<file path="config.mk">
export PLATFORM = sky130hd
export DESIGN_NAME = osc_power_ctl
export DESIGN_NICKNAME = d
export VERILOG_FILES = /design/src/rtl/osc_pkg.sv /design/src/rtl/clk_ctl_if.sv /design/src/rtl/core_clock_divider.sv /design/src/rtl/osc_power_ctl.sv /design/src/rtl/osc_sequencer.sv
export SDC_FILE = /design/constraint.sdc
export NUM_CORES = 1
export LEC_CHECK = 0
export BUFFER_PORTS_ARGS = -buffer_cell sky130_fd_sc_hd__buf_2
export CAP_MARGIN = 20
export CELL_PAD_IN_SITES_DETAIL_PLACEMENT = 0
export CELL_PAD_IN_SITES_GLOBAL_PLACEMENT = 1
export CORE_ASPECT_RATIO = 0.6
export CORE_MARGIN = 2
export CORE_UTILIZATION = 40
export CTS_CLUSTER_SIZE = 16
export DETAILED_ROUTE_END_ITERATION = 16
export HOLD_SLACK_MARGIN = 0.15
export PLACE_DENSITY = 0.74
export SYNTH_ARGS = -nofsm -noshare
export SYNTH_HDL_FRONTEND = slang
export SYNTH_SLANG_ARGS = --single-unit
</file>
<file path="constraint.sdc">
create_clock -name mclk -period 4 [get_ports mclk]
set_clock_uncertainty 0.05 [all_clocks]
set_input_delay 0.2 -clock mclk [delete_from_list [all_inputs] [get_ports mclk]]
set_output_delay 0.2 -clock mclk [all_outputs]
set_load 0.05 [all_outputs]
</file>
<file path="src/rtl/osc_pkg.sv">
// constants for the oscillator and power control files, and the divider function used by the clock divider
package osc_pkg;
	// register addresses on the special function register bus
	localparam logic [7:0] ADDR_POWER_CONTROL = 8'h87;
	localparam logic [7:0] ADDR_OSC_CONTROL = 8'hA1;
	// power control field positions
	localparam int PWR_IDLE_BIT = 0;
	localparam int PWR_STOP_BIT = 1;
	localparam int PWR_FLAGS_LSB = 2;
	localparam int PWR_FLAGS_MSB = 7;
	// oscillator control field positions
	localparam int OSC_DIV_LSB = 0;
	localparam int OSC_DIV_MSB = 2;
	localparam int OSC_RSVD_BIT = 3;
	localparam int OSC_READY_BIT = 4;
	localparam int OSC_SUSPEND_BIT = 5;
	localparam int OSC_EN_LSB = 6;
	localparam int OSC_EN_MSB = 7;
	// reset values
	localparam logic [5:0] FLAGS_RESET = 6'h00;
	localparam logic [1:0] ENABLE_RESET = 2'h3;
	localparam logic [2:0] DIV_RESET = 3'h0;
	localparam logic [7:0] READ_IDLE = 8'h00;
	// enable field codes
	localparam logic [1:0] ENABLE_OFF = 2'h0;
	localparam logic [1:0] ENABLE_ON = 2'h3;
	// divider select codes
	localparam logic [2:0] DIV_128 = 3'h0;
	localparam logic [2:0] DIV_64 = 3'h1;
	localparam logic [2:0] DIV_32 = 3'h2;
	localparam logic [2:0] DIV_16 = 3'h3;
	localparam logic [2:0] DIV_8 = 3'h4;
	localparam logic [2:0] DIV_4 = 3'h5;
	localparam logic [2:0] DIV_2 = 3'h6;
	localparam logic [2:0] DIV_1 = 3'h7;
	// timing: oscillator settling before the ready flag rises
	localparam int CLK_PERIOD_NS = 20;
	localparam int SETTLE_NS = 1000;
	localparam int SETTLE_CYCLES = (SETTLE_NS + CLK_PERIOD_NS - 1) / CLK_PERIOD_NS;
	localparam logic [5:0] SETTLE_LAST = 6'(SETTLE_CYCLES - 1);

	// terminal count of the core clock divider for a select code
	function automatic logic [6:0] div_last(input logic [2:0] sel);
		logic [6:0] r;
		r = 7'h00;
		unique case (sel)
			DIV_128: r = 7'h7F;
			DIV_64: r = 7'h3F;
			DIV_32: r = 7'h1F;
			DIV_16: r = 7'h0F;
			DIV_8: r = 7'h07;
			DIV_4: r = 7'h03;
			DIV_2: r = 7'h01;
			DIV_1: r = 7'h00;
		endcase
		return r;
	endfunction : div_last
endpackage : osc_pkg

</file>
<file path="src/rtl/clk_ctl_if.sv">
// carrier between power control, oscillator sequencer and clock divider
`timescale 1ns/1ps
interface clk_ctl_if;
	logic [1:0] enable_code; // oscillator enable field
	logic suspend; // suspend requested
	logic stopped; // stop mode active
	logic osc_running; // oscillator delivering clock
	logic freq_ready; // settled at programmed frequency
	logic [2:0] divide_select; // core clock ratio code
	logic core_tick; // one-cycle core clock enable

	modport ctl (
		output enable_code, suspend, stopped, divide_select,
		input osc_running, freq_ready, core_tick
	);
	modport osc (
		input enable_code, suspend, stopped,
		output osc_running, freq_ready
	);
	modport div (
		input osc_running, divide_select,
		output core_tick
	);
endinterface : clk_ctl_if

</file>
<file path="src/rtl/core_clock_divider.sv">
// divides the oscillator clock to the core clock enable pulse
`timescale 1ns/1ps
module core_clock_divider (
	// clock and reset
	input wire logic mclk,
	input wire logic sys_rst,
	// control carrier
	clk_ctl_if.div ctl
);
	typedef struct packed {
		logic [6:0] count; // cycles since last tick
		logic [7:0] gap; // check counter for tick spacing
	} div_t;

	div_t cur; // registered state
	div_t next_cur; // next state
	logic [6:0] last; // terminal count for current code

	assign last = osc_pkg::div_last(ctl.divide_select);

	// count up to the terminal value, tick on it
	always_comb begin
		next_cur = cur;
		if (!ctl.osc_running) begin
			next_cur.count = 7'h00;
		end else if (cur.count >= last) begin
			next_cur.count = 7'h00;
		end else begin
			next_cur.count = cur.count + 7'h01;
		end
		// gap counter restarts at each tick
		if (ctl.core_tick || !ctl.osc_running) begin
			next_cur.gap = 8'h01;
		end else if (cur.gap != 8'hFF) begin
			next_cur.gap = cur.gap + 8'h01;
		end
	end

	// state register
	always_ff @(posedge mclk) begin
		if (sys_rst) begin
			cur <= '{count: 7'h00, gap: 8'h01};
		end else begin
			cur <= next_cur;
		end
	end

	// tick on the terminal count while oscillating
	assign ctl.core_tick = ctl.osc_running && (cur.count >= last);
endmodule : core_clock_divider

</file>
<file path="src/rtl/osc_power_ctl.sv">
// internal oscillator and power mode control behind two sfr registers
//
// How it works
// - enable code 00 off, 11 runs
// - suspend bit 5 write suspends oscillator
// - wake event restarts suspended oscillator
// - ready flag bit 4 shows settled
// - bit 3 reads zero, written zero
// - select codes divide 128 down to 1
// - stop bit halts cpu and oscillator
// - idle bit gates only cpu clock
// - bits 7:2 are plain general flags
`timescale 1ns/1ps
module osc_power_ctl (
	// clock and reset
	input wire logic mclk,
	input wire logic sys_rst,
	// special function register access
	input wire logic [7:0] sfr_addr,
	input wire logic [7:0] sfr_wdata,
	input wire logic sfr_we,
	input wire logic sfr_re,
	output logic [7:0] sfr_rdata,
	// wake and interrupt sources
	input wire logic wake_pin,
	input wire logic irq_pending,
	// clock outputs
	output logic osc_enable,
	output logic core_clock_en,
	output logic cpu_clk_en,
	output logic periph_clk_en
);
	typedef struct packed {
		logic [5:0] general_flags; // software flags
		logic [1:0] osc_enable_field; // oscillator enable code
		logic suspend; // suspend bit
		logic [2:0] core_clock_divide_select; // divider code
		logic idle; // cpu clock gated
		logic stopped; // stop mode
		logic [7:0] rdata; // read data register
		logic [2:0] wake_sync; // wake pin synchroniser
		logic wake_level; // accepted wake level
	} ctl_t;

	ctl_t cur; // registered state
	ctl_t next_cur; // next state
	logic sel_pwr; // power control addressed
	logic sel_osc; // oscillator control addressed
	logic wake_evt; // accepted wake edge
	logic [7:0] pwr_view; // power control read value
	logic [7:0] osc_view; // oscillator control read value

	clk_ctl_if link ();

	// oscillator sequencer
	osc_sequencer u_seq (
		.mclk(mclk),
		.sys_rst(sys_rst),
		.ctl(link)
	);

	// core clock divider
	core_clock_divider u_div (
		.mclk(mclk),
		.sys_rst(sys_rst),
		.ctl(link)
	);

	// register fields drive the carrier
	assign link.enable_code = cur.osc_enable_field;
	assign link.suspend = cur.suspend;
	assign link.stopped = cur.stopped;
	assign link.divide_select = cur.core_clock_divide_select;

	// address decode
	assign sel_pwr = (sfr_addr == osc_pkg::ADDR_POWER_CONTROL);
	assign sel_osc = (sfr_addr == osc_pkg::ADDR_OSC_CONTROL);

	// wake edge once second and third stage agree high after low
	assign wake_evt = (cur.wake_sync[1] == cur.wake_sync[2]) && cur.wake_sync[2]
		&& !cur.wake_level;

	// read views: stop and idle read 0, reserved bit reads 0
	always_comb begin
		pwr_view = 8'h00;
		pwr_view[osc_pkg::PWR_FLAGS_MSB:osc_pkg::PWR_FLAGS_LSB] =
			cur.general_flags;
		// mode bits are actions, never stored for readback
		pwr_view[osc_pkg::PWR_STOP_BIT] = 1'b0;
		pwr_view[osc_pkg::PWR_IDLE_BIT] = 1'b0;
	end

	// oscillator control read view
	always_comb begin
		osc_view = 8'h00;
		osc_view[osc_pkg::OSC_EN_MSB:osc_pkg::OSC_EN_LSB] = cur.osc_enable_field;
		osc_view[osc_pkg::OSC_SUSPEND_BIT] = cur.suspend;
		osc_view[osc_pkg::OSC_READY_BIT] = link.freq_ready;
		osc_view[osc_pkg::OSC_RSVD_BIT] = 1'b0;
		osc_view[osc_pkg::OSC_DIV_MSB:osc_pkg::OSC_DIV_LSB] =
			cur.core_clock_divide_select;
	end

	// next state: synchroniser, register writes, mode changes
	always_comb begin
		next_cur = cur;
		// synchroniser shifts
		next_cur.wake_sync = {cur.wake_sync[1:0], wake_pin};
		if (cur.wake_sync[1] == cur.wake_sync[2]) begin
			next_cur.wake_level = cur.wake_sync[2];
		end
		// wake restarts a suspended oscillator
		if (wake_evt) begin
			next_cur.suspend = 1'b0;
		end
		// a pending interrupt ends idle
		if (irq_pending) begin
			next_cur.idle = 1'b0;
		end
		// register writes; a set written now wins over a wake clear
		if (sfr_we && sel_pwr) begin
			next_cur.general_flags =
				sfr_wdata[osc_pkg::PWR_FLAGS_MSB:osc_pkg::PWR_FLAGS_LSB];
			if (sfr_wdata[osc_pkg::PWR_STOP_BIT]) begin
				next_cur.stopped = 1'b1;
			end
			// idle set wins over a pending interrupt in the same cycle
			if (sfr_wdata[osc_pkg::PWR_IDLE_BIT]) begin
				next_cur.idle = 1'b1;
			end
		end
		if (sfr_we && sel_osc) begin
			// reserved bit 3 is not stored
			next_cur.osc_enable_field =
				sfr_wdata[osc_pkg::OSC_EN_MSB:osc_pkg::OSC_EN_LSB];
			if (sfr_wdata[osc_pkg::OSC_SUSPEND_BIT]) begin
				next_cur.suspend = 1'b1;
			end else if (!wake_evt) begin
				next_cur.suspend = cur.suspend;
			end
			next_cur.core_clock_divide_select =
				sfr_wdata[osc_pkg::OSC_DIV_MSB:osc_pkg::OSC_DIV_LSB];
		end
		// read data register, unmapped reads return zero
		if (sfr_re) begin
			if (sel_pwr) begin
				next_cur.rdata = pwr_view;
			end else if (sel_osc) begin
				next_cur.rdata = osc_view;
			end else begin
				next_cur.rdata = osc_pkg::READ_IDLE;
			end
		end
	end

	// state register; stop mode ends only through reset
	always_ff @(posedge mclk) begin
		if (sys_rst) begin
			cur <= '{
				general_flags: osc_pkg::FLAGS_RESET,
				osc_enable_field: osc_pkg::ENABLE_RESET,
				suspend: 1'b0,
				core_clock_divide_select: osc_pkg::DIV_RESET,
				idle: 1'b0,
				stopped: 1'b0,
				rdata: osc_pkg::READ_IDLE,
				wake_sync: 3'h0,
				wake_level: 1'b0
			};
		end else begin
			cur <= next_cur;
		end
	end

	// outputs
	assign sfr_rdata = cur.rdata;
	assign osc_enable = link.osc_running;
	assign core_clock_en = link.core_tick;
	// cpu loses its clock in idle or stop, peripherals only in stop
	assign cpu_clk_en = link.core_tick && !cur.idle && !cur.stopped;
	assign periph_clk_en = link.core_tick && !cur.stopped;
endmodule : osc_power_ctl

</file>
<file path="src/rtl/osc_sequencer.sv">
// oscillator power sequencer: off, settling, running, halted
`timescale 1ns/1ps
module osc_sequencer (
	// clock and reset
	input wire logic mclk,
	input wire logic sys_rst,
	// control carrier
	clk_ctl_if.osc ctl
);
	typedef enum logic [3:0] {
		ST_OFF = 4'h1,
		ST_SETTLE = 4'h2,
		ST_RUN = 4'h4,
		ST_HALT = 4'h8
	} osc_state_t;

	typedef struct packed {
		osc_state_t state; // sequencer state
		logic [5:0] settle; // settle cycle counter
	} seq_t;

	seq_t cur; // registered state
	seq_t next_cur; // next state
	logic want_run; // conditions allow oscillation

	// oscillator runs only with code 11, no suspend, no stop
	assign want_run = (ctl.enable_code == osc_pkg::ENABLE_ON) && !ctl.suspend
		&& !ctl.stopped;

	// next state logic
	always_comb begin
		next_cur = cur;
		unique case (cur.state)
			ST_OFF, ST_HALT: begin
				// restart from a fresh settle
				next_cur.settle = 6'h00;
				if (want_run) begin
					next_cur.state = ST_SETTLE;
				end else if (ctl.enable_code == osc_pkg::ENABLE_OFF) begin
					next_cur.state = ST_OFF;
				end else begin
					next_cur.state = ST_HALT;
				end
			end
			ST_SETTLE: begin
				// count settle time, then report ready
				if (!want_run) begin
					next_cur.state = ST_HALT;
				end else if (cur.settle == osc_pkg::SETTLE_LAST) begin
					next_cur.state = ST_RUN;
				end else begin
					next_cur.settle = cur.settle + 6'h01;
				end
			end
			ST_RUN: begin
				// leave on any disable, suspend or stop
				if (!want_run) begin
					next_cur.state = ST_HALT;
				end
			end
			default: begin
				next_cur.state = ST_OFF;
			end
		endcase
	end

	// state register
	always_ff @(posedge mclk) begin
		if (sys_rst) begin
			cur <= '{state: ST_SETTLE, settle: 6'h00};
		end else begin
			cur <= next_cur;
		end
	end

	// outputs straight from the state
	assign ctl.osc_running = cur.state inside {ST_SETTLE, ST_RUN};
	assign ctl.freq_ready = (cur.state == ST_RUN);
endmodule : osc_sequencer

</file>
---- Word-level counts from Yosys, hierarchy flattened ----
Memories as Yosys holds them, arrays and structs flattened. A register that Yosys moved wholly into a read port is not among the register bits.
Index checks and enable logic that the tools add are counted.
Widths: inputs -> output; s select.
word-level totals
  register bits after elaboration ......... 43
  ROM bits ................................ 56
  bits of input ports ..................... 22
  output and inout bits ................... 12
  memories kept ........................... 1
memories
  memory           words  bits a word  rd ports  clocked after Yosys merged registers in  write ports  RTL line       source
  (no name shown)  8      7            1         1                                        0            osc_pkg.sv:46  unique case (sel)
cells by class
  add/sub/neg operators ................... 2
  $lt $le $gt $ge ......................... 1
  eq/ne operators ......................... 14
  mux-type cells .......................... 21
  bitwise gates (word level) .............. 1
  reductions and logical operators ........ 22
operators by type and width
  kind                 number
  $mux 4               6
  $eq 8x8->1 const B   2
  $mux 8               2
  $mux 6               2
  $pmux 4 s3           1
  $pmux 6 s2           1
  $logic_and 1x1->1    10
  $add 7x1->7 const B  1
  $ge 7x7->1           1
  $add 6x1->6 const B  1
  $eq 6x6->1 const B   1
  $mux 1               6
  $mux 3               2
  $ne 3x3->1 const B   2
  $eq 4x1->1 const B   1
  $eq 4x2->1 const B   1
  $eq 4x3->1 const B   1
  $eq 4x4->1 const B   1
  $logic_not 1->1      4
  $ne 2x2->1 const B   2
  $reduce_and 2->1     2
  $reduce_bool 2->1    2
  $reduce_and 3->1     1
  $reduce_or 3->1      1
  7 further kinds      7

---- Depth between registers and ports, before layout ----
Gate-level depths: netlist of the first run.
  depth after elaboration ................. 7
  gate-level depth with buffers ........... 6
  mapped depth without buffers ............ 6

---- By module ----
A second synthesis of the first run with hierarchy kept.
unflattened totals
  cells, all modules ...................... 236
  area total of the unflattened synthesis .. 2244.7 um2
by module, submodules not included
  module              instances  cells an instance  area an instance (um2)  seq. area each (um2)
  osc_power_ctl       1          122                1171.1                  520.5
  osc_sequencer       1          64                 608.1                   200.2
  core_clock_divider  1          50                 465.4                   140.1

---- Worst setup path after synthesis of the first run ----
Ideal clock, no wire load.
  path kind ............................... flip-flop to output port
  start ................................... reg u_div.cur[8] (netlist name)
  end ..................................... out cpu_clk_en
  arrival time ............................ 2909 ps
  setup slack ............................. 841 ps
  cell stages (with the launch flop) ...... 7
  cell sequence ........................... dfxtp_1 > inv_1 > ha_1 > nand2b_1 > a31oi_1 > o211ai_1 > nor4b_1
on the way
  word-level cells in the longest chain between the ends .. 4
ends and longest elaborated chain
  element                          RTL line                  source
  start: declaration               core_clock_divider.sv:15  div_t cur;
  start signal: assignment         core_clock_divider.sv:42  cur <= '{count: 7'h00, gap: 8'h01};
  start signal: assignment         core_clock_divider.sv:44  cur <= next_cur;
  $ge 7x7->1                       core_clock_divider.sv:49  assign ctl.core_tick = ctl.osc_running && (cur.count >= last);
  $logic_and 1x1->1                core_clock_divider.sv:49
  $logic_and 1x1->1 (2 in series)  osc_power_ctl.sv:180      assign cpu_clk_en = link.core_tick && !cur.idle && !cur.stopped;
  end: declaration                 osc_power_ctl.sv:30       output logic cpu_clk_en,
Every way passes these cells.

---- Worst setup path after layout of the first run ----
Same ends and word-level chain as after synthesis.

==> results of run 1 <==
worst max-delay path: stages, from the launching register on:
cell and delay (ns):
dfxtp_1 0.38, inv_1 0.06, ha_1 0.26, nand2b_1 0.09, a31oi_1 0.07, o211ai_1 0.58, nor4b_1 0.33, buf_2 0.33
routing by layer:
metal	global-route usage, %	wire (um)	up-vias
met4	4.93	44	0
met1	27.5	2870	824
met5	0	0	-
met3	4.00	309	6
li1	-	-	953
met2	21.4	1780	44
flip-flops by register name (all words and copies together), names as in the netlist:
register and cells:
cur 11, u_seq.cur 10, sfr_rdata 8, u_div.cur 7, u_div.last 7, link.divide_select 3
link.enable_code 2, link.stopped 1, link.suspend 1
through the flow:
stage	total power, mW	instance area (um^2)	cells
3_3_place_gp	0.579	2520	350
3_5_place_dp	0.579	2520	350
6_report	0.876	2670	364
5_1_grt	0.920	2670	364
4_1_cts	0.888	2670	364
2_1_floorplan	0.556	2350	253
layout make-up:
cell class              count  area share [%]
multi-input cells         172            44.7
flip-flops and latches     50            37.5
repair buffers             40            8.71
well taps                  80            3.75
clock buffers               5            2.57
inverters                  14            1.97
clock inverters             3           0.890
power groups by stage:
stage	combinational, mW	sequential, mW	clock (mW)
final	0.0576	0.514	0.305
after global routing	0.0673	0.516	0.337
after CTS	0.0584	0.514	0.315
after detailed placement	0.0538	0.525	0
after global placement	0.0533	0.525	0
after floorplan	0.0347	0.522	0
synthesized netlist by cell type (2+ instances only):
master    instances
buf_4             9
a31oi_1           5
and2_1            2
mux2i_1          13
a21o_1            2
nor2_1           25
a32oi_1           2
or3_2             2
nor4b_1           2
dfxtp_1          50
ha_1             11
o21ai_0           2
and3_1            3
nor3_1           10
nand3b_1          2
inv_1            13
o211a_1           2
xnor2_1           4
nor2b_1           5
clkbuf_1          7
a22o_1            4
a21oi_1           7
nand2b_1          3
nor3b_1           3
nand4_1           3
xor2_1            3
a22oi_1           5
nand4b_1          2
nand3_1          15
or3_1             2
nand2_1          17
what timing repair did:
item,4_1_cts,5_1_grt
hold buffers,6,0
endpoints found under the hold margin,9,0
setup endpoints to repair,0,0
cells by family (layout without fill, tap and decap cells):
kind of cell | Yosys count | in the layout | synth area share (%)
flip-flops | 50 | 50 | 42.7
AO/OA/AOI/OAI | 37 | 37 | 12.0
buffers and inverters | 31 | 62 | 6.45
adder cells (fa/ha/maj) | 11 | 11 | 5.87
XOR/XNOR | 7 | 7 | 2.61
AND/OR/NAND/NOR | 104 | 104 | 24.9
multiplexers | 13 | 13 | 5.55
path summary, 6_finish.rpt:
kind	start	to	slack (ns)	cells after the start
max	u_div.cur[8]	cpu_clk_en	1.35	7
min	sfr_wdata[0]	cur[13]	0.15	3
max reg2reg	u_seq.cur[7]	u_seq.cur[3]	2.11	4
min reg2reg	sfr_rdata[0]	sfr_rdata[0]	0.42	2
==> impl_metrics.tcl, run 1 <==
set metrics [dict create \
    drc 0 \
    fin_crit_ns 2.65 \
    syn_nets 286 \
    grt_pass1_vias 1688 \
    dpl_worst_slack_ns 1.66 \
    synth_cells 253 \
    fmax_ghz 0.378 \
    antenna_cells 0 \
    first_pass_iters 4 \
    ioPinCount 34 \
    grt_pass1_wl_um 8470 \
    via_count 1827 \
    routedWlPerCell_um 13.8 \
    drv_slew 0 \
    p_sw_uw 219 \
    io_buffers 33 \
    p_leak_nw 1.13 \
    utilization_pct 47.5 \
    cts_resized 0 \
    antenna_found_initial 0 \
    gp_congestion 0.763 \
    initial_core_util_pct 41.7 \
    clk_latency_ns 0.31 \
    num_rows 21 \
    synth-edff-count 0 \
    min_path_type "input pin to flop" \
    design.core.area_um2 5620 \
    path_class "flop to output pin" \
    rsz0062_at_grt "no" \
    max-clock-path-buffers 2 \
    ys_seq_elements 50 \
    dr.first_iter.drc_count 70 \
    cp_max_fo 10 \
    synth_ff_type "dfxtp_1" \
    period_share_pct 66.2 \
    outcome "finished clean" \
    start_kind "flop" \
    area_growth_pct 13.9 \
    seq_area_frac_synth_pct 42.7 \
    syn_area_per_cell_um2 9.27 \
    setup_ws_ns 1.35 \
    worstPathArrival_ns 2.40 \
    cts_setup_buffers 0 \
    relSlewSlack_pct 41.4 \
    cp_data_required_time_ns 3.75 \
    yosysWarnings 0 \
    fillers 574 \
    synth-async-reset-ratio_pct 0 \
    die_h_um 63.3 \
    end_kind "output pin" \
    grt.total_usage_pct 16.9 \
    synth_top_cells_by_area "dfxtp_1 43%, ha_1 5.9%, mux2i_1 5.5%" \
    wl_um 5010 \
    hpwlAfterDp_um 3660 \
    synth_top_area_cell "dfxtp_1" \
    power.switching_fraction_pct 25.0 \
    layout_common_cells "50 x dfxtp_1, 33 x buf_2, 25 x nor2_1" \
    grt_overflow 0 \
    vdd_drop_max_v 0.000149 \
    root_buffer "clkbuf_8" \
    setup_viol 0 \
    multi_input_area_um2 1190 \
    drive_gt1_share_pct 17.6 \
    drv_cap 0 \
    ant_nets 0 \
    nets 316 \
    clkTransAtPathRegs_ns 0.10 \
    seq_power_share_pct 58.6 \
    clock-sinks 50 \
    cts_buffers 5 \
    yosys.area.top_type_share_pct 42.7 \
    finalHoldViolCount 0 \
    tightest_slew_ns 0.872 \
    tritoncts "done" \
    seq_area_um2 1000 \
    p_per_area_nw_per_um2 328 \
    htree_levels 2 \
    p_int_uw 657 \
    layout_commonest_cell "dfxtp_1" \
    die_area_um2 6510 \
    fin_hold_ws_ns 0.148 \
    syn_area_um2 2350 \
    viasPerCell 5.02 \
    die_w_um 103 \
    grt_max_degree 35 \
    p_comb_share_pct 6.6 \
    synthDistinctLibCells 49 \
    tns_ns 0 \
    clockPowerShare_pct 34.8 \
]
Note: power is estimated with default switching activity, not from simulation.
==> run 2: changes to the inputs <==
- ABC_AREA: unset -> 1
- PLACE_DENSITY: 0.74 -> 0.77
- clock period: 4 -> 2.63 ns (I/O delays scaled with it)
==> run 2 against run 1 <==
Flip-flop and latch count unchanged. Global-route usage down 0.42 points. Combinational power rose to 9.5 times the previous value. Hold slack better by 0.017 ns. Wire length up 2.0%. Core utilization up 1.7 points. First-iteration DRC count up 1.4%. Clock power up 46%. Synthesized cell count up 29%. Critical endpoint unchanged. Largest cell class unchanged. Largest power group unchanged. Highest routed layer unchanged.
==> impl_metrics.tcl, run 2 <==
set metrics [dict create \
    outcome "finished clean" \
    dr.first_iter.drc_count 71 \
    cts_buffers 5 \
    largest_register_ffs 11 \
    cts_resized 0 \
    end_kind "output pin" \
    drv_cap 0 \
    area_growth_pct 15.8 \
    start_kind "flop" \
    wl_um 5110 \
    die_area_um2 6760 \
    multi_input_area_um2 1160 \
    rsz0062_at_grt "no" \
    max-clock-path-buffers 2 \
    syn_nets 359 \
    syn_area_per_cell_um2 7.48 \
    routedWlPerCell_um 11.4 \
    vdd_drop_max_v 0.000394 \
    synth_ff_type "dfxtp_1" \
    critical_path.slowest_cell "dfxtp_1" \
    tightest_slew_ns 0.590 \
    top_register "cur" \
    tns_ns 0 \
    root_buffer "clkbuf_8" \
    drc 0 \
    drive_gt1_share_pct 19.9 \
    cp_data_required_time_ns 2.45 \
    die_h_um 64.5 \
    path_buf_inv 3 \
    worstPathArrival_ns 2.10 \
    clk_latency_ns 0.30 \
    synth_cells 326 \
    hp-start "sfr_wdata[0]" \
    die_w_um 105 \
    grt_max_degree 23 \
    grt_pass1_vias 1836 \
    first_pass_iters 4 \
    gp_congestion 0.754 \
    clock-sinks 50 \
    grt_pass1_wl_um 8810 \
    fillers 594 \
    io_buffers 33 \
    synth-async-reset-ratio_pct 0 \
    synthDistinctLibCells 29 \
    grt.total_usage_pct 16.5 \
    layout_commonest_cell "nand2_1" \
    yosysMostFrequentCell "nand2_1" \
    antenna_found_initial 0 \
    initial_core_util_pct 42.6 \
    p_leak_nw 1.42 \
    viasPerCell 4.51 \
    grt_overflow 0 \
    antenna_cells 0 \
    path_class "flop to output pin" \
    placed_cells 428 \
    htree_levels 2 \
    crit_path_start "u_div.cur[8]" \
    syn_area_um2 2440 \
    hpwlAfterDp_um 3800 \
    setup_viol 0 \
    path_delay_family "simple AND/OR/NAND/NOR gates" \
    ioPinCount 34 \
    fmax_ghz 0.438 \
    via_count 2011 \
    min_path_type "input pin to flop" \
    ant_nets 0 \
    clkTransAtPathRegs_ns 0.09 \
    drv_slew 0 \
    synth_common_cells "62 x nand2_1, 50 x dfxtp_1, 43 x nor2_1" \
    tritoncts "done" \
    reg2reg_from "u_div.cur[10]" \
    synth_top_cells_by_area "dfxtp_1 41%, nand2_1 9.5%, nor2_1 6.6%" \
    critPathMaxStageDelay_ns 0.40 \
    p_per_area_nw_per_um2 658 \
    yosysWarnings 0 \
    design.core.area_um2 5730 \
    synth-edff-count 0 \
    fin_crit_ns 2.28 \
    num_rows 21 \
    final_cells 446 \
    relSlewSlack_pct 60.6 \
    finalHoldViolCount 0 \
    seq_area_um2 1000 \
    yosys.area.top_type_share_pct 41.0 \
    period_share_pct 86.8 \
    synth_top_area_cell "dfxtp_1" \
    path_cells "inv_1 > ha_1 > inv_1 > a21oi_1 > o21ai_1 > nand2_1 > nand2_1 > nor3_1 > buf_2" \
    cp_max_fo 8 \
    ys_seq_elements 50 \
    seq_area_frac_synth_pct 41.0 \
    layout_common_cells "62 x nand2_1, 50 x dfxtp_1, 43 x nor2_1" \
    nets 398 \
]
run 2: changes by cell type in the layout (fill, tap and decap cells not counted), sizes merged, moves of 10 or more:
cell   change
inv       +37
mux2i     -13
nand2     +54
nand3     +10
nor2      +22
run 2: path summary, 6_finish.rpt:
check | to | slack [ns] | cells after the start
worst max-delay path | cpu_clk_en | 0.35 | 9
worst min-delay path | u_div.last[0] | 0.17 | 4
worst min register to register | cur[2] | 0.37 | 2
worst max register to register | u_div.cur[12] | 1.13 | 5
run 2: routing by layer:
layer	vias to the layer above	share of wire [%]	global-route usage, %
li1	1095	-	-
met1	872	59	25.5
met2	39	36	22.4
met3	5	3.9	3.82
met4	0	0.82	4.50
met5	-	0	0
run 2: timing repair:
action / CTS / global route
setup endpoints to repair: 0 / 0
hold buffers: 10 / 0
endpoints found under the hold margin: 13 / 0
setup buffers: 0 / 0
run 2: cell families (layout without fill, tap and decap cells):
family,Yosys count,in the layout,synth area share (%)
compound gates,30,30,6.67
fa+ha+maj,11,11,5.64
simple gates,164,164,33.2
xor+xnor,6,6,2.16
flops,50,50,41.0
buf+inv,65,105,11.2
run 2: area by class of cell:
class / count / area share, %
clock inverter: 2 / 0.488
tap: 80 / 3.55
timing repair buffer: 44 / 9.66
sequential: 50 / 35.5
inverter: 53 / 7.05
clock buffer: 6 / 2.57
multi-input combinational: 211 / 41.2
run 2: worst reg2reg max path: cells and delay by family (launching register included):
family                   cells  cell delay [ns]
AO/OA/AOI/OAI                2             0.29
adder cells (fa/ha/maj)      1             0.27
flip-flops                   1             0.41
AND/OR/NAND/NOR              2             0.41
run 2: report_power, final:
part           leakage [nW]  internal, mW  total (mW)  switching [mW]
Sequential            0.406         0.813       0.863          0.0504
Clock                0.0452         0.188       0.445           0.257
Combinational         0.966         0.172       0.548           0.376
Total                  1.42          1.17        1.86           0.683
run 2: through the flow:
| stage | hold slack, ns | area (um^2) | setup WS (ns) | power (mW) | utilization, % |
|---|---|---|---|---|---|
| detailed placement | 0.310 | 2640 | 0.705 | 1.42 | 46.0 |
| floorplan | 0.188 | 2440 | 0.201 | 1.28 | - |
| global placement | 0.306 | 2640 | 0.754 | 1.41 | 46.0 |
| global route | 0.181 | 2820 | 0.152 | 1.98 | 49.3 |
| finish | 0.165 | 2820 | 0.347 | 1.86 | 49.3 |
| CTS | 0.150 | 2820 | 0.349 | 1.87 | 49.3 |
==> run 3: changes to the inputs <==
- BUFFER_PORTS_ARGS: -buffer_cell sky130_fd_sc_hd__buf_2 -> unset
- CAP_MARGIN: 20 -> 10
- DONT_BUFFER_PORTS: unset -> 1
- PLACE_DENSITY: 0.77 -> 0.7
==> run 3 against run 2 <==
Sequential power increased by 2%. Power grew 4.4%. Critical path type is now input pin to flop. Cell area rose by 0.35%. Hold slack improved by 0.0048 ns. Wire length is 2.9% higher. Worst setup slack got worse by 0.16 ns. Critical path depth rose by 1. Sequential share of layout area is 0.13 points lower.
==> impl_metrics.tcl, run 3 (synthesis results as in run 2) <==
set metrics [dict create \
    outcome "finished clean" \
    critical_path.slowest_cell "dlygate4sd3_1" \
    grt_pass1_vias 1886 \
    wl_met3_um 338 \
    largest_register_ffs 11 \
    path_cells "dlygate4sd3_1 > nand2_2 > dlygate4sd3_1 > nor2_4 > nand2_2 > nor2_4 > buf_4 > a21oi_1 > dlygate4sd3_1 > nor2_1" \
    antenna_cells 0 \
    path_buf_inv 4 \
    max-clock-path-buffers 2 \
    fmax_ghz 0.409 \
    dpl_worst_slack_ns 0.730 \
    finalHoldViolCount 0 \
    die_area_um2 6760 \
    cp_max_fo 8 \
    multi_input_area_um2 1170 \
    io_buffers 0 \
    hold_depth 6 \
    drc 0 \
    setup_ws_ns 0.187 \
    tritoncts "done" \
    wl_um 5250 \
    path_delay_family "buffers and inverters" \
    p_int_mw 1.25 \
    hpwlAfterDp_um 3630 \
    initial_core_util_pct 42.6 \
    path_class "input pin to flop" \
    die_h_um 64.5 \
    p_comb_share_pct 26.0 \
    cts_resized 0 \
    vdd_drop_max_v 0.000294 \
    top_layer_used "met4" \
    antenna_found_initial 0 \
    grt.total_usage_pct 17.2 \
    period_share_pct 92.9 \
    fillers 605 \
    p_leak_nw 1.34 \
    clock-sinks 50 \
    root_buffer "clkbuf_8" \
    ant_nets 0 \
    design.core.area_um2 5730 \
    drv_slew 0 \
    drive_gt1_share_pct 12.9 \
    gp_congestion 0.771 \
    via_count 2007 \
    ff2ff_setup_slack_ns 1.09 \
    worstHoldEndpoint "u_div.last[0]" \
    p_total_mw 1.94 \
    cp_common_cell "dlygate4sd3_1" \
    min_path_type "input pin to flop" \
    nets 380 \
    grt_pass1_wl_um 9130 \
    drv_cap 0 \
    layout_commonest_cell "nand2_1" \
    r2r_cells 7 \
    dr.first_iter.drc_count 57 \
    worstPathArrival_ns 2.64 \
    grt_max_degree 23 \
    clockPowerShare_pct 28.7 \
    p_per_area_nw_per_um2 684 \
    end_kind "flop" \
    tightest_slew_ns 0.899 \
    met1_length_um 2960 \
    power.switching_fraction_pct 35.5 \
    cts_buffers 5 \
    setup_viol 0 \
    top_register "cur" \
    rsz0062_at_grt "no" \
    grt_overflow 0 \
    start_kind "input pin" \
    relSlewSlack_pct 39.9 \
    die_w_um 105 \
    ioPinCount 34 \
    first_pass_iters 4 \
    reg2reg_from "u_seq.cur[9]" \
    viasPerCell 4.69 \
    fin_crit_ns 2.44 \
    seq_area_um2 1000 \
    clk_latency_ns 0.31 \
    worstReg2RegEnd "u_div.cur[11]" \
    num_rows 21 \
    seq_power_share_pct 45.3 \
    routedWlPerCell_um 12.3 \
    htree_levels 2 \
    hp-start "sfr_addr[1]" \
    area_growth_pct 16.2 \
    met2_length_um 1890 \
    tns_ns 0 \
    clkTransAtPathRegs_ns 0.09 \
    cp_data_required_time_ns 2.83 \
    p_sw_uw 688 \
    layout_common_cells "62 x nand2_1, 50 x dfxtp_1, 43 x nor2_1" \
    fin_hold_ws_ns 0.170 \
    critPathMaxStageDelay_ns 0.58 \
]
-- run 3: stage by stage --
stage / instances / instance area, um^2 / util [%]
2_1_floorplan: 326 / 2440 / -
3_3_place_gp: 396 / 2480 / 43.4
3_5_place_dp: 396 / 2480 / 43.4
4_1_cts: 426 / 2820 / 49.2
5_1_grt: 428 / 2830 / 49.5
6_report: 428 / 2830 / 49.5
-- run 3: layout make-up --
class | instances | area share (%)
multi-input combinational | 211 | 41.3
sequential | 50 | 35.3
timing repair buffer | 26 | 8.83
inverter | 53 | 7.02
tap | 80 | 3.53
clock buffer | 5 | 2.43
clock inverter | 3 | 1.59
-- run 3: worst min-delay path: stages --
cell,delay (ns)
inv_1,0.03
nand2_2,0.06
nor2_4,0.06
nand4_1,0.09
nand2_1,0.05
nand4_1,0.08
-- run 3: layer usage --
| layer | global-route usage [%] | vias to the layer above |
|---|---|---|
| met5 | 0 | - |
| met4 | 5.50 | 0 |
| met3 | 5.73 | 4 |
| met2 | 23.1 | 51 |
| met1 | 25.5 | 891 |
| li1 | - | 1061 |
-- run 3: power groups by stage --
| stage | Clock (mW) | Sequential, mW | Combinational (mW) |
|---|---|---|---|
| floorplan | 0 | 0.868 | 0.416 |
| global placement | 0 | 0.893 | 0.478 |
| detailed placement | 0 | 0.894 | 0.476 |
| CTS | 0.572 | 0.876 | 0.508 |
| global route | 0.609 | 0.887 | 0.571 |
| finish | 0.557 | 0.878 | 0.504 |
-- run 3: repair_timing --
action | in CTS | in global routing
setup buffers | 0 | 2
endpoints found under the setup margin | 0 | 1
hold buffers | 22 | 0
hold endpoints to repair | 38 | 0
-- run 3: worst max-delay path by stage --
stage	startpoint	endpoint	slack, ns	cells after the start
after floorplan	u_div.cur[8]	cpu_clk_en	0.20	8
after global placement	u_div.cur[8]	core_clock_en	0.80	8
after detailed placement	u_div.cur[8]	core_clock_en	0.73	8
after CTS	sfr_addr[7]	cur[13]	0.15	9
after global routing	sfr_addr[7]	link.stopped	0.08	10
final	sfr_addr[7]	link.stopped	0.19	10
